File: src/mhp_pkg.sv
// Package holding register map, field positions, reset values and shared types of the host port.
package mhp_pkg;

  // Register select codes of the seven host registers; code 3'h6 is unused.
  localparam logic [2:0] REG_RAM_DATA_LOW = 3'h0;
  localparam logic [2:0] REG_RAM_DATA_HIGH = 3'h1;
  localparam logic [2:0] REG_RAM_ADDRESS_LOW = 3'h2;
  localparam logic [2:0] REG_PARALLEL_DATA = 3'h3;
  localparam logic [2:0] REG_RAM_CONTROL = 3'h4;
  localparam logic [2:0] REG_PUMP_STATUS = 3'h5;
  localparam logic [2:0] REG_FRAME_STATUS = 3'h7;

  // Bit positions inside the RAM control register.
  localparam int CTL_ADDR_MSB = 0;
  localparam int CTL_ACCESS_REQ = 1;
  localparam int CTL_WRITE_SEL = 2;
  localparam int CTL_SOFT_SEND = 3;
  localparam int CTL_PARALLEL = 4;
  localparam int CTL_RAM_IE = 5;
  localparam int CTL_RX_IE = 6;
  localparam int CTL_TX_IE = 7;

  // Values after reset.
  localparam logic [7:0] RST_RAM_CONTROL = 8'h00;
  localparam logic [7:0] RST_DATA_BYTE = 8'h00;
  localparam logic [7:0] RST_ZERO_BYTE = 8'h00;

  // Depth of the synchroniser on every pin input.
  localparam int SYNC_STAGES = 3;

  // Host bus pins as one bundle; all are sampled through the synchroniser.
  typedef struct packed {
    logic cs_n;        // Chip select, active low.
    logic rd_n;        // Read strobe, active low.
    logic wr_n;        // Write strobe, active low.
    logic rts_n;       // Hardware request to send, active low.
    logic [2:0] sel;   // Register select.
    logic [7:0] data;  // Data bus as seen on the pins.
  } mhp_pins_s;

  // Status levels that the pump core reports on the same clock.
  typedef struct packed {
    logic in_reset_flag;         // Pump still in its reset cycle.
    logic carrier_present;       // Carrier detected.
    logic retrain_seen;          // Retrain sequence detected.
    logic pump_transmit_active;  // Pump busy sending.
    logic standby;               // Operating mode field is zero.
    logic frame_transmit_done;   // Frame sent.
    logic frame_receive_error;   // Frame received with error.
    logic frame_end;             // End of received frame.
  } mhp_pump_s;

  // RAM access sequencer states.
  typedef enum logic [0:0] {
    RAM_IDLE = 1'b0,
    RAM_WAIT = 1'b1
  } mhp_ram_state_e;

endpackage : mhp_pkg

File: src/mhp_buffer.sv
// Two-entry valid/ready buffer that carries transmit bytes from the host to the pump.
`timescale 1ns/1ps
module mhp_buffer import mhp_pkg::*; #(
  parameter int WIDTH = 8,  // Width of one word.
  parameter int DEPTH = 2   // Number of entries.
) (
  input wire logic sys_clk,                // System clock.
  input wire logic reset_n,                // Asynchronous reset, active low.
  input wire logic in_valid,               // Word offered by the filling side.
  output logic in_ready,                   // Room for a word.
  input wire logic [WIDTH-1:0] in_data,    // Word being offered.
  output logic out_valid,                  // Word available to the drain.
  input wire logic out_ready,              // Drain takes the word.
  output logic [WIDTH-1:0] out_data        // Oldest stored word.
);

  localparam int PW = (DEPTH > 1) ? $clog2(DEPTH) : 1;

  logic [WIDTH-1:0] mem_ff [DEPTH];  // Storage array.
  logic [PW-1:0] wr_ptr_ff;          // Next entry to fill.
  logic [PW-1:0] rd_ptr_ff;          // Oldest entry.
  logic [PW:0] count_ff;             // Entries in use.
  logic push;                        // Word accepted this cycle.
  logic pop;                         // Word drained this cycle.

  // Wrap a pointer back to zero after the last entry.
  function automatic logic [PW-1:0] bump(input logic [PW-1:0] ptr);
    bump = (ptr == PW'(DEPTH - 1)) ? '0 : ptr + PW'(1);
  endfunction : bump

  assign in_ready = (count_ff != (PW + 1)'(DEPTH));
  assign out_valid = (count_ff != '0);
  assign out_data = mem_ff[rd_ptr_ff];
  assign push = in_valid & in_ready;
  assign pop = out_valid & out_ready;

  // Storage itself needs no reset; the count tells which entries are real.
  always_ff @(posedge sys_clk) begin
    if (push) begin
      mem_ff[wr_ptr_ff] <= in_data;
    end
  end

  // Pointers and occupancy.
  always_ff @(posedge sys_clk or negedge reset_n) begin
    if (!reset_n) begin
      wr_ptr_ff <= '0;
      rd_ptr_ff <= '0;
      count_ff <= '0;
    end else begin
      if (push) wr_ptr_ff <= bump(wr_ptr_ff);
      if (pop) rd_ptr_ff <= bump(rd_ptr_ff);
      count_ff <= count_ff + (PW + 1)'(push) - (PW + 1)'(pop);
    end
  end

endmodule : mhp_buffer

File: src/mhp_host_port.sv
// Host register port of the modem pump: byte registers, RAM access sequencer and data path.
`timescale 1ns/1ps
module mhp_host_port import mhp_pkg::*; #(
  parameter logic [7:0] FW_VERSION = 8'h5A  // Firmware version; value is arbitrary.
) (
  input wire logic sys_clk,                 // System clock, 125 MHz.
  input wire logic reset_n,                 // Asynchronous reset, active low.
  input wire logic hcs_n,                   // Host chip select pin.
  input wire logic hrd_n,                   // Host read strobe pin.
  input wire logic hwr_n,                   // Host write strobe pin.
  input wire logic [2:0] register_select,   // Host register select pins.
  input wire logic [7:0] hd_in,             // Host data bus, pin level.
  output logic [7:0] hd_out,                // Host data bus, driven value.
  output logic hd_oe,                       // Host data bus drive enable.
  output logic host_irq_pin_n,              // Host interrupt, active low.
  input wire logic rts_n,                   // Request-to-send pin, active low.
  output logic send_request,                // Combined transmit request.
  output logic parallel_transfer_select,    // Line data uses parallel path.
  input wire mhp_pump_s pump_status_in,     // Status levels from the pump core.
  output logic ram_req,                     // RAM access request to the core.
  output logic ram_write,                   // Access is a write.
  output logic [8:0] ram_addr,              // RAM word address.
  output logic [15:0] ram_wdata,            // Word to write.
  input wire logic ram_ack,                 // Core finished the access.
  input wire logic [15:0] ram_rdata,        // Word read, valid with ram_ack.
  output logic tx_valid,                    // Transmit byte offered to the core.
  input wire logic tx_ready,                // Core takes the transmit byte.
  output logic [7:0] tx_data,               // Transmit byte.
  input wire logic rx_valid,                // Core offers a received byte.
  output logic rx_ready,                    // Port accepts received bytes.
  input wire logic [7:0] rx_data            // Received byte.
);

  // Three-stage pin synchroniser and the filtered level behind it.
  mhp_pins_s pin_raw;
  mhp_pins_s sync1_ff;   // First stage, read only by the second.
  mhp_pins_s sync2_ff;   // Second stage.
  mhp_pins_s sync3_ff;   // Third stage.
  mhp_pins_s pin_ff;     // Level accepted once stages two and three agree.
  mhp_pins_s nxt_pin;

  assign pin_raw = '{cs_n: hcs_n, rd_n: hrd_n, wr_n: hwr_n, rts_n: rts_n,
                     sel: register_select, data: hd_in};
  // A bit moves only when the last two stages agree, which rejects single-cycle glitches.
  assign nxt_pin = (sync2_ff & sync3_ff) | (pin_ff & (sync2_ff ^ sync3_ff));

  // Synchroniser chain.
  always_ff @(posedge sys_clk or negedge reset_n) begin
    if (!reset_n) begin
      sync1_ff <= '1;
      sync2_ff <= '1;
      sync3_ff <= '1;
      pin_ff <= '1;
    end else begin
      sync1_ff <= pin_raw;
      sync2_ff <= sync1_ff;
      sync3_ff <= sync2_ff;
      pin_ff <= nxt_pin;
    end
  end

  // Strobe decode from the filtered pins.
  logic wr_act;          // Write cycle in progress.
  logic rd_act;          // Read cycle in progress.
  logic wr_act_d_ff;     // Write cycle one clock ago.
  logic rd_act_d_ff;     // Read cycle one clock ago.
  logic [2:0] rd_sel_ff; // Register being read.
  logic wr_take;         // First clock of a write cycle.
  logic rd_end;          // Last clock of a read cycle has passed.

  assign wr_act = ~pin_ff.cs_n & ~pin_ff.wr_n;
  assign rd_act = ~pin_ff.cs_n & ~pin_ff.rd_n & pin_ff.wr_n;
  assign wr_take = wr_act & ~wr_act_d_ff;
  assign rd_end = rd_act_d_ff & ~rd_act;

  // Register writes, one per host write cycle, taken at its start.
  logic wr_data_low;
  logic wr_data_high;
  logic wr_addr_low;
  logic wr_parallel;
  logic wr_control;
  logic rd_parallel_done;
  logic rd_status_done;

  assign wr_data_low = wr_take & (pin_ff.sel == REG_RAM_DATA_LOW);
  assign wr_data_high = wr_take & (pin_ff.sel == REG_RAM_DATA_HIGH);
  assign wr_addr_low = wr_take & (pin_ff.sel == REG_RAM_ADDRESS_LOW);
  assign wr_parallel = wr_take & (pin_ff.sel == REG_PARALLEL_DATA);
  assign wr_control = wr_take & (pin_ff.sel == REG_RAM_CONTROL);
  assign rd_parallel_done = rd_end & (rd_sel_ff == REG_PARALLEL_DATA);
  assign rd_status_done = rd_end & (rd_sel_ff == REG_PUMP_STATUS);

  // Register storage.
  logic [7:0] data_low_ff;       // RAM data low byte.
  logic [7:0] data_high_ff;      // RAM data high byte.
  logic [7:0] addr_low_ff;       // RAM address low byte.
  logic [7:0] parallel_rx_ff;    // Byte the host reads from the parallel register.
  logic [7:0] control_ff;        // RAM control register.
  logic ram_done_flag_ff;        // Access finished.
  logic receive_flag_ff;         // New received byte waiting.
  logic transmit_flag_ff;        // Pump took a transmit byte.
  mhp_ram_state_e ram_state_ff;  // Access sequencer state.
  logic ram_req_ff;
  logic ram_write_ff;
  logic [8:0] ram_addr_ff;
  logic [15:0] ram_wdata_ff;
  logic send_request_ff;
  logic rx_ready_ff;
  logic host_irq_pin_n_ff;
  logic [7:0] hd_out_ff;
  logic hd_oe_ff;

  // Data path decode.
  logic parallel_mode;   // Parallel transfer selected.
  logic ram_start;       // Sequencer launches an access.
  logic ram_finish;      // Core answers the access.
  logic rx_take;         // Received byte lands in the parallel register.
  logic tx_push_ready;   // Buffer has room for a host byte.
  logic tx_taken;        // Core takes a byte from the buffer.
  logic irq_any;         // Some enabled flag is set; receive and transmit flags count in parallel mode only.

  assign parallel_mode = control_ff[CTL_PARALLEL];
  assign ram_start = (ram_state_ff == RAM_IDLE) & control_ff[CTL_ACCESS_REQ];
  assign ram_finish = (ram_state_ff == RAM_WAIT) & ram_ack;
  assign rx_take = rx_valid & rx_ready_ff;
  assign tx_taken = tx_valid & tx_ready;
  assign irq_any = (ram_done_flag_ff & control_ff[CTL_RAM_IE])
                 | (parallel_mode & receive_flag_ff & control_ff[CTL_RX_IE])
                 | (parallel_mode & transmit_flag_ff & control_ff[CTL_TX_IE]);

  // Transmit bytes queue here so a slow pump can fall up to two bytes behind; a write while full is dropped.
  mhp_buffer #(.WIDTH(8), .DEPTH(2)) u_tx_buffer (
    .sys_clk(sys_clk),
    .reset_n(reset_n),
    .in_valid(wr_parallel & parallel_mode),
    .in_ready(tx_push_ready),
    .in_data(pin_ff.data),
    .out_valid(tx_valid),
    .out_ready(tx_ready),
    .out_data(tx_data)
  );

  // Read multiplexer; write-only and unused codes read as zero.
  logic [7:0] status_byte;
  logic [7:0] frame_byte;
  logic [7:0] read_byte;

  assign status_byte = {transmit_flag_ff, receive_flag_ff, ram_done_flag_ff,
                        pump_status_in.pump_transmit_active, 1'b0,
                        pump_status_in.retrain_seen, pump_status_in.carrier_present,
                        pump_status_in.in_reset_flag};
  assign frame_byte = {5'h00, pump_status_in.frame_transmit_done,
                       pump_status_in.frame_receive_error, pump_status_in.frame_end};
  assign read_byte = (pin_ff.sel == REG_RAM_DATA_LOW) ? data_low_ff :
                     (pin_ff.sel == REG_RAM_DATA_HIGH) ? data_high_ff :
                     (pin_ff.sel == REG_PARALLEL_DATA) ? parallel_rx_ff :
                     (pin_ff.sel == REG_RAM_CONTROL) ? control_ff :
                     (pin_ff.sel == REG_PUMP_STATUS) ? status_byte :
                     (pin_ff.sel == REG_FRAME_STATUS) ? frame_byte : RST_ZERO_BYTE;

  // Bus drive: data follows the selected register for the whole read cycle.
  always_ff @(posedge sys_clk or negedge reset_n) begin
    if (!reset_n) begin
      wr_act_d_ff <= 1'b0;
      rd_act_d_ff <= 1'b0;
      rd_sel_ff <= 3'h0;
      hd_out_ff <= RST_ZERO_BYTE;
      hd_oe_ff <= 1'b0;
    end else begin
      wr_act_d_ff <= wr_act;
      rd_act_d_ff <= rd_act;
      if (rd_act) rd_sel_ff <= pin_ff.sel;
      hd_out_ff <= rd_act ? read_byte : RST_ZERO_BYTE;
      hd_oe_ff <= rd_act;
    end
  end

  // RAM data registers: a finished read overwrites any host write in the same clock.
  always_ff @(posedge sys_clk or negedge reset_n) begin
    if (!reset_n) begin
      data_low_ff <= RST_DATA_BYTE;
      data_high_ff <= RST_DATA_BYTE;
      addr_low_ff <= RST_DATA_BYTE;
    end else begin
      if (ram_finish & ~ram_write_ff) begin
        data_low_ff <= ram_rdata[7:0];
        data_high_ff <= ram_rdata[15:8];
      end else begin
        if (wr_data_low) data_low_ff <= pin_ff.data;
        if (wr_data_high) data_high_ff <= pin_ff.data;
      end
      if (wr_addr_low) addr_low_ff <= pin_ff.data;
    end
  end

  // Control register; completion clears the request bit even over a host write.
  always_ff @(posedge sys_clk or negedge reset_n) begin
    if (!reset_n) begin
      control_ff <= RST_RAM_CONTROL;
    end else if (ram_finish) begin
      control_ff <= (wr_control ? pin_ff.data : control_ff)
                    & ~(8'h01 << CTL_ACCESS_REQ);
    end else if (wr_control) begin
      control_ff <= pin_ff.data;
    end
  end

  // Access sequencer: latches address, direction and data at launch, then waits for the core.
  always_ff @(posedge sys_clk or negedge reset_n) begin
    if (!reset_n) begin
      ram_state_ff <= RAM_IDLE;
      ram_req_ff <= 1'b0;
      ram_write_ff <= 1'b0;
      ram_addr_ff <= 9'h000;
      ram_wdata_ff <= 16'h0000;
    end else begin
      case (ram_state_ff)
        RAM_IDLE: begin
          if (ram_start) begin
            ram_state_ff <= RAM_WAIT;
            ram_req_ff <= 1'b1;
            ram_write_ff <= control_ff[CTL_WRITE_SEL];
            ram_addr_ff <= {control_ff[CTL_ADDR_MSB], addr_low_ff};
            ram_wdata_ff <= {data_high_ff, data_low_ff};
          end
        end
        RAM_WAIT: begin
          if (ram_ack) begin
            ram_state_ff <= RAM_IDLE;
            ram_req_ff <= 1'b0;
          end
        end
        default: begin
          ram_state_ff <= RAM_IDLE;
          ram_req_ff <= 1'b0;
        end
      endcase
    end
  end

  // Flags: in every flag a set in the same clock as a clear wins.
  always_ff @(posedge sys_clk or negedge reset_n) begin
    if (!reset_n) begin
      ram_done_flag_ff <= 1'b0;
      receive_flag_ff <= 1'b0;
      transmit_flag_ff <= 1'b0;
    end else begin
      ram_done_flag_ff <= ram_finish | (ram_done_flag_ff & ~rd_status_done);
      receive_flag_ff <= rx_take | (receive_flag_ff & ~rd_parallel_done);
      transmit_flag_ff <= (tx_taken & parallel_mode)
                          | (transmit_flag_ff & ~wr_parallel);
    end
  end

  // Parallel register: version after reset and in standby, else received bytes.
  always_ff @(posedge sys_clk or negedge reset_n) begin
    if (!reset_n) begin
      parallel_rx_ff <= FW_VERSION;
    end else if (pump_status_in.standby) begin
      parallel_rx_ff <= FW_VERSION;
    end else if (rx_take) begin
      parallel_rx_ff <= rx_data;
    end
  end

  // Outgoing levels, all registered.
  always_ff @(posedge sys_clk or negedge reset_n) begin
    if (!reset_n) begin
      send_request_ff <= 1'b0;
      rx_ready_ff <= 1'b0;
      host_irq_pin_n_ff <= 1'b1;
    end else begin
      // The pin source is active low; the host is expected to idle the unused source.
      send_request_ff <= control_ff[CTL_SOFT_SEND] | ~pin_ff.rts_n;
      rx_ready_ff <= parallel_mode & ~pump_status_in.standby;
      host_irq_pin_n_ff <= ~irq_any;
    end
  end

  assign hd_out = hd_out_ff;
  assign hd_oe = hd_oe_ff;
  assign host_irq_pin_n = host_irq_pin_n_ff;
  assign send_request = send_request_ff;
  assign parallel_transfer_select = control_ff[CTL_PARALLEL];
  assign ram_req = ram_req_ff;
  assign ram_write = ram_write_ff;
  assign ram_addr = ram_addr_ff;
  assign ram_wdata = ram_wdata_ff;
  assign rx_ready = rx_ready_ff;
endmodule : mhp_host_port

File: config.mk
export PLATFORM = sky130hd
export DESIGN_NAME = mhp_host_port
export DESIGN_NICKNAME = d
export VERILOG_FILES = /design/src/mhp_pkg.sv /design/src/mhp_buffer.sv /design/src/mhp_host_port.sv
export SDC_FILE = /design/constraint.sdc
export NUM_CORES = 1
export LEC_CHECK = 0
export BUFFER_PORTS_ARGS = -buffer_cell sky130_fd_sc_hd__buf_2
export CORE_MARGIN = 4
export CORE_UTILIZATION = 40
export CTS_CLUSTER_DIAMETER = 120
export DETAILED_ROUTE_END_ITERATION = 16
export PLACE_DENSITY = 0.61
export SLEW_MARGIN = 10
export SYNTH_ARGS = -nofsm -noshare
export SYNTH_HDL_FRONTEND = slang
export SYNTH_SLANG_ARGS = --single-unit
export TNS_END_PERCENT = 50
File: constraint.sdc
create_clock -name sys_clk -period 2.5 [get_ports sys_clk]
set_clock_uncertainty 0.15 [all_clocks]
set_input_delay 0.125 -clock sys_clk [delete_from_list [all_inputs] [get_ports sys_clk]]
set_output_delay 0.125 -clock sys_clk [all_outputs]
set_load 0.1 [all_outputs]
# Word level (Yosys, flattened, before mapping)

Memory sizes are Yosys's and may differ from the RTL's.
Cells that the tools add are included.

Output and inout port bits: 49
Memory bits (writable): 16
Bits in registers: 151
Bits of input ports: 52
Memories: 1
Logic and storage cells: 149

Reductions and logical operators: 8
Muxes and demuxes: 25
Bitwise operators: 52
Add/sub/neg operators: 4
Equal/unequal tests: 11

Memory list:

| name               | words | width | rd ports | clocked after memory_dff | wr ports | line             | RTL |
|---|---|---|---|---|---|---|---|
| u_tx_buffer.mem_ff | 2     | 8     | 1        | 0                        | 1        | mhp_buffer.sv:19 | `logic [WIDTH-1:0] mem_ff [DEPTH];` |

Operator list:

| operator            | number |
|---|---|
| $mux 8              | 13 |
| $and 15x15->15      | 2 |
| $and 1x1->1         | 29 |
| $or 15x15->15       | 1 |
| $xor 15x15->15      | 1 |
| $not 1->1           | 13 |
| $eq 3x3->1 const B  | 4 |
| $reduce_bool 2->1   | 5 |
| $eq 3x2->1 const B  | 3 |
| $mux 1              | 8 |
| $ne 2x2->1 const B  | 3 |
| $or 1x1->1          | 6 |
| $pmux 1 s2          | 2 |
| $reduce_and 2->1    | 2 |
| $eq 3x1->1 const B  | 1 |
| $logic_not 3->1     | 1 |
| $mux 3              | 1 |
| $add 1x1->1 const B | 2 |
| $add 2x1->2         | 1 |
| $mux 2              | 1 |
| $sub 2x1->2         | 1 |

# Logic depth before layout (Yosys ltp)

Gate-level depths: netlist (run 1).

Depth after elaboration: 9
Gate-level depth with buffers: 7
Depth with buffers taken out: 7

# Modules after synthesis

Synthesis (run 1) repeated with hierarchy kept, for this count alone.

Cell total of the unflattened synthesis: 466
Area, all modules: 6,506.2 um2

Modules (own cells, without submodules):

| module        | cells each | instances | area each (um2) |
|---|---|---|---|
| mhp_host_port | 419        | 1         | 5,696.7 |
| mhp_buffer    | 47         | 1         | 809.5 |

# Worst setup path after synthesis (run 1)

Ideal clock, no wire load.

Path type: register to register
Start point: register control_ff[4]
End point: memory u_tx_buffer.mem_ff[0][0], enable pin
Setup time: 371 ps
Clock period less this slack: 2,236 ps
Slack: 264 ps
Buffers on the path: 0
Cell stages (with the launch flop): 3
Arrival time: 1,716 ps
Path through: dfrtp_1 -> nand3_1 -> nor2_1

Longest elaborated chain between the ends: 4

Ends and longest elaborated chain:

| element                      | line                 | RTL |
|---|---|---|
| start: declaration           | mhp_host_port.sv:98  | `logic [7:0] control_ff;` |
| start signal: assignment     | mhp_host_port.sv:201 | `control_ff <= (wr_control ? pin_ff.data : control_ff)` |
| start signal: assignment     | mhp_host_port.sv:204 | `control_ff <= pin_ff.data;` |
| $and 1x1->1                  | mhp_host_port.sv:135 | `.in_valid(wr_parallel & parallel_mode),` |
| $and 1x1->1                  | mhp_buffer.sv:34     | `assign push = in_valid & in_ready;` |
| $mux 1                       | mhp_buffer.sv:39     | `if (push) begin` |
| $mux 1 (not written as such) | mhp_buffer.sv:40     | `mem_ff[wr_ptr_ff] <= in_data;` |
| end: declaration             | mhp_buffer.sv:19     |  |

Every way passes these cells.

# Worst setup path in the final report (run 1)

Start point: register pin_ff[14] (netlist bit)
End point: memory u_tx_buffer.mem_ff[1][4], enable pin

Longest elaborated chain between the ends: 8

Ends and longest elaborated chain:

| element                      | line                 | RTL |
|---|---|---|
| start: declaration           | mhp_host_port.sv:39  | `mhp_pins_s pin_ff;` |
| start signal: assignment     | mhp_host_port.sv:58  | `pin_ff <= nxt_pin;` |
| $not 1->1                    | mhp_host_port.sv:71  | `assign wr_act = ~pin_ff.cs_n & ~pin_ff.wr_n;` |
| $and 1x1->1                  | mhp_host_port.sv:71  |  |
| $and 1x1->1                  | mhp_host_port.sv:73  | `assign wr_take = wr_act & ~wr_act_d_ff;` |
| $and 1x1->1                  | mhp_host_port.sv:88  | `assign wr_parallel = wr_take & (pin_ff.sel == REG_PARALLEL_DATA);` |
| $and 1x1->1                  | mhp_host_port.sv:135 |  |
| $and 1x1->1                  | mhp_buffer.sv:34     |  |
| named net u_tx_buffer.push   | mhp_buffer.sv:23     | `logic push;` |
| $mux 1                       | mhp_buffer.sv:39     |  |
| $mux 1 (not written as such) | mhp_buffer.sv:40     |  |

The timed path passes the listed nets, and every way through them passes these cells.

==> results of run 1 <==
-- final cells by class --
cell class / count / area share [%]
Clock buffer: 20 / 5.36
Clock inverter: 12 / 1.28
Inverter: 8 / 0.360
Multi-Input combinational cell: 277 / 23.9
Sequential cell: 167 / 52.0
Tap cell: 216 / 3.24
Timing Repair Buffer: 166 / 13.8
-- routing by layer --
metal,track usage [%],up-vias,wire (um)
met2,27.7,116,7050
met1,23.2,2126,6810
met4,7.24,0,371
met5,0,-,0
li1,-,1993,-
met3,4.58,25,716
-- flip-flops by register name (all words and copies together), names as in the netlist, 2 cells and up --
| signal | cells |
|---|---|
| addr_low_ff | 8 |
| control_ff | 8 |
| data_high_ff | 8 |
| data_low_ff | 8 |
| hd_out | 8 |
| parallel_rx_ff | 8 |
| pin_ff | 15 |
| ram_addr | 9 |
| ram_wdata | 16 |
| rd_sel_ff | 3 |
| sync1_ff | 15 |
| sync2_ff | 15 |
| sync3_ff | 15 |
| u_tx_buffer.count_ff | 2 |
| u_tx_buffer.mem_ff | 16 |
-- cell usage in the layout (no fill, tap or decap), drive strengths merged, types with 4 or more instances in the layout --
master	n
nand2b	4
ha	17
nor2b	5
dfstp	65
mux2	51
a21o	17
a31oi	16
buf	111
o21ai	7
nand2	54
inv	16
nor2	26
edfxtp	16
mux2i	8
a211o	8
dlygate4sd3	55
dfrtp	86
clkbuf	20
o211ai	4
and3	5
a21oi	15
nand3	11
-- power by group --
group	internal (mW)	switching, mW
Clock	1.33	1.11
Sequential	3.45	0.570
Combinational	0.923	2.83
-- metrics by stage --
stage                     instance area [sq um]  cells
after floorplan                            6440    471
after global placement                     7240    779
after detailed placement                   7240    779
after CTS                                  8340    866
after global routing                       8340    866
final                                      8340    866
-- path summary, 6_finish.rpt --
path	start	to	slack, ns
hold reg to reg	sync1_ff[11]	sync2_ff[11]	0.20
max in group asynchronous	reset_n	sync2_ff[0]	1.31
setup / recovery	pin_ff[14]	u_tx_buffer.mem_ff[1][4]	0.31
min in group asynchronous	reset_n	ram_wdata[2]	0.07
hold / removal	pump_status_in[5]	hd_out[2]	0.03
setup reg to reg	pin_ff[14]	u_tx_buffer.mem_ff[1][4]	0.31
-- repair_timing --
action | CTS | global route
buffers inserted | 0 | 0
setup endpoints to repair | 0 | 0
hold endpoints to repair | 153 | 0
hold buffers | 55 | 0
-- tightest hold or removal path, cell delays in order --
cell	delay [ns]
buf_2	0.10
a21o_1	0.16
o211ai_1	0.09
a21oi_1	0.08
-- kinds of logic (layout without fill, tap and decap cells) --
kind of cell / after synthesis / count (layout) / share of synthesized area [%]
fa+ha+maj: 17 / 17 / 3.30
buf+inv: 27 / 206 / 1.69
mux: 59 / 59 / 10.2
compound gates: 76 / 76 / 7.88
simple gates: 121 / 121 / 9.07
xor+xnor: 4 / 4 / 0.544
flops: 167 / 167 / 67.4
==> results.yml, run 1 <==
status:
  status: "finished, final reports clean"
timing:
  fin_crit_sh_pct: 87.7
  setup_violations: 0
  max_slew.worst_pin.slew_ns: 0.536
  hold_slack_ns: 0.0281
  final_max_slew_viol_count: 0
  fin_setup_tns_ns: 0
  finalHoldViolations: 0
  setup_ws_ns: 0.306
  rsz0062_at_grt: "no"
  maxSlewHeadroom_pct: 63.3
  fmax_mhz: 456
  period_needed_ns: 2.19
worst_setup_path:
  slowest_delay_ns: 0.40
  crit_required_ns: 2.43
  crit_buf_inv: 1
  path_class: "reg -> reg"
  cp.arrival_ns: 2.12
  cp_top_family: "simple AND/OR/NAND/NOR gates"
  critical_path.cell_chain: "nor4_2 -> and3_1 -> nand3_1 -> inv_2 -> and2_1"
  start_kind: "register"
  endpoint_kind: "register"
  worstPathMaxFanout: 8
  critical_path_depth: 5
  r2r_cells: 5
  crit_slowest_cell: "dfstp_2"
hold_path:
  hold_class: "in -> reg"
  min_path_cells: 4
power_and_ir_drop:
  total_power_mw: 10.2
  powerDensity_nw_per_um2: 1220
  ir_drop_uv: 830
  p_leak_nw: 3.82
final_layout:
  drive_above_1_share_pct: 39.5
  fillers: 1340
  syn_to_final_growth_pct: 29.4
  multi_input_area_sq_um: 1990
  ff_latch_area_sq_um: 4340
  n_antenna_cell: 0
  layout.nets: 706
  final_util_pct: 52.7
floorplanning:
  start_util_pct: 40.7
  fp.dieW_um: 135
  rows: 46
  design.core.area_sq_um: 15800
  ios: 101
  die-area_sq_um: 18200
  die_h_um: 135
yosys:
  ys_types: 41
  postSynthAreaPerCell_sq_um: 13.7
  yosys.area.top_type: "dfrtp_1"
  synth-edff-count: 16
  synth.most_common_cell: "dfrtp_1"
  synthFlopType: "dfrtp_1"
  synth_cells: 471
  synth_nets: 540
  synth_area_leaders: "dfrtp_1, dfstp_2, mux2_2"
  ys_warn_count: 0
  synth_area_sq_um: 6440
  ys_seq_elements: 167
  post-synth-top-area-fraction_pct: 33.4
  seq_area_frac_synth_pct: 67.4
  ys_top_cells_by_count: "dfrtp_1, dfstp_2, nand2_1, mux2_2, nor2_1"
  synthArstFlopShare_pct: 90.4
clock_tree:
  clk_pin_slew_ns: 0.06
  cts_tree: "done"
  h-tree-depth: 4
  clk_latency_ns: 0.43
  root_buffer: "clkbuf_16"
  clock_sinks: 167
  cts_buffers: 17
  clockBufferDepth: 2
  cts_resized: 0
global_routing:
  overflow: 0
  grt_pass1_vias: 4428
  grt_max_degree: 72
  track_usage_pct: 17.6
  antenna_found_initial: 0
  grt_pass1_wl_mm: 24.2
drt:
  drtIter0Drc: 184
  finalWirelength_mm: 14.9
  num_vias: 4260
  dr.pass1.iters: 4
  antenna_left: 0
  wl_per_cell_um: 17.3
  viasPerCell: 4.92
  drc: 0
flow_run:
  cap_violations: 0
place:
  dp_hpwl_mm: 10.4
  portBuffers: 100
  place_ws_ns: 0.327
  place.gp.congestion: 0.846
Power figures use the tool's default switching activity.
==> run 2: changes to the inputs <==
==> constraint.sdc (replaced) <==
create_clock -name sys_clk -period 2.5 [get_ports sys_clk]
set_clock_uncertainty 0.15 [all_clocks]
set_input_delay 0.375 -clock sys_clk [delete_from_list [all_inputs] [get_ports sys_clk]]
set_output_delay 0.375 -clock sys_clk [all_outputs]
set_load 0.1 [all_outputs]
==> run 2 against run 1 <==
  * Non-clock buffer count fell by 40
  * Clock-buffer cell count rose by 1
  * Clock power rose by 7%
  * Core utilization fell by 2.2 points
  * Wire length fell by 4.7%
  * Sequential share of layout area rose by 2.3 points
  * Sequential power barely moved
  * Total power rose by 1.1%
  * Flip-flop and latch count did not move
  * Critical path type is now reg -> out
  * Critical endpoint is now tx_data[6]
==> results.yml, run 2 (synthesis results as in run 1) <==
status:
  status: "finished, final reports clean"
timing:
  max_slew.worst_pin.slew_ns: 0.501
  fin_crit_sh_pct: 89.1
  final_max_slew_viol_count: 0
  rsz0062_at_grt: "no"
  maxSlewHeadroom_pct: 66.5
  hold_slack_ns: 0.0596
  period_needed_ns: 2.23
  finalHoldViolations: 0
  fmax_mhz: 449
  setup_violations: 0
  fin_setup_tns_ns: 0
worst_setup_path:
  path_class: "reg -> out"
  crit_required_ns: 1.98
  worstPathMaxFanout: 9
  r2r_slack_ns: 0.30
  endpoint_kind: "output port"
  start_kind: "register"
  cp.arrival_ns: 1.70
final_layout:
  fillers: 1358
  layout.nets: 666
  drive_above_1_share_pct: 41.8
  final_cell_mix: "buf_2, dfrtp_1, dfstp_2"
  final_util_pct: 50.5
  n_antenna_cell: 0
  ff_latch_area_sq_um: 4340
  instances_no_fill: 826
  final_common_cell: "buf_2"
  multi_input_area_sq_um: 1990
  syn_to_final_growth_pct: 24.0
drt:
  antenna_left: 0
  viasPerCell: 4.96
  drtIter0Drc: 235
  dr.pass1.iters: 4
  finalWirelength_mm: 14.3
  drc: 0
  wl_per_cell_um: 17.3
  num_vias: 4095
floorplanning:
  fp.dieW_um: 135
  die_h_um: 135
  start_util_pct: 40.7
  die-area_sq_um: 18200
  design.core.area_sq_um: 15800
  ios: 101
  rows: 46
clock_tree:
  cts_buffers: 17
  cts_setup_buffers: 0
  clockBufferDepth: 2
  clock_sinks: 167
  ctsHoldBuffers: 16
  root_buffer: "clkbuf_16"
  clk_pin_slew_ns: 0.07
  cts_tree: "done"
  clk_latency_ns: 0.42
  cts_resized: 0
  h-tree-depth: 4
hold_path:
  hold_class: "in -> reg"
global_routing:
  grt_pass1_wl_mm: 22.9
  grt_pass1_vias: 4227
  antenna_found_initial: 0
  grt_max_degree: 61
  overflow: 0
  track_usage_pct: 16.6
power_and_ir_drop:
  total_power_mw: 10.3
  powerDensity_nw_per_um2: 1290
  ir_drop_uv: 1010
  p_leak_nw: 3.68
flow_run:
  cap_violations: 0
place:
  dp_hpwl_mm: 10.2
  dp.cells: 778
  portBuffers: 100
  place.gp.congestion: 0.856
[run 2: cell types whose count changed in the layout (fill, tap and decap cells not counted), sizes merged]
cell	before	now
buf	111	110
bufinv	0	2
clkbuf	20	21
clkinv	1	0
clkinvlp	3	2
dlygate4sd3	55	16
inv	16	15
[run 2: final timing paths]
path                                        from                        to  cells past startpoint
max                        u_tx_buffer.rd_ptr_ff                tx_data[6]                      2
min                                   rx_data[5]         parallel_rx_ff[5]                      3
max reg2reg                           pin_ff[14]  u_tx_buffer.mem_ff[1][0]                      5
min reg2reg                          sync1_ff[9]               sync2_ff[9]                      0
max in group asynchronous                reset_n               sync1_ff[0]                      3
min in group asynchronous                reset_n                 hd_out[6]                      2
[run 2: where the power goes]
group,internal [mW],switching [mW]
Sequential,3.45,0.560
Combinational,0.881,2.81
Clock,1.52,1.09
[run 2: stage by stage]
stage	cell area, sq um	setup slack [ns]
2_1_floorplan	6440	0.264
3_3_place_gp	7240	0.428
3_5_place_dp	7240	0.310
4_1_cts	7990	0.243
5_1_grt	7990	0.166
6_report	7990	0.271
[run 2: area by class of cell]
type	instances	area share, %
flip-flops and latches	167	54.3
clock inverters	11	1.74
repair buffers	126	9.60
multi-input cells	277	25.0
inverters	8	0.376
clock buffers	21	5.64
well taps	216	3.38
[run 2: layer usage]
layer	wire length, um	track usage [%]	share of wire, %
met2	6770	25.3	47
met1	6410	22.7	45
met5	0	0	0
met3	797	4.28	5.6
met4	276	6.73	1.9
[run 2: critical path, stage by stage, from the launching register on]
cell     delay, ns
dfrtp_1       0.58
mux2_2        0.40
buf_2         0.30
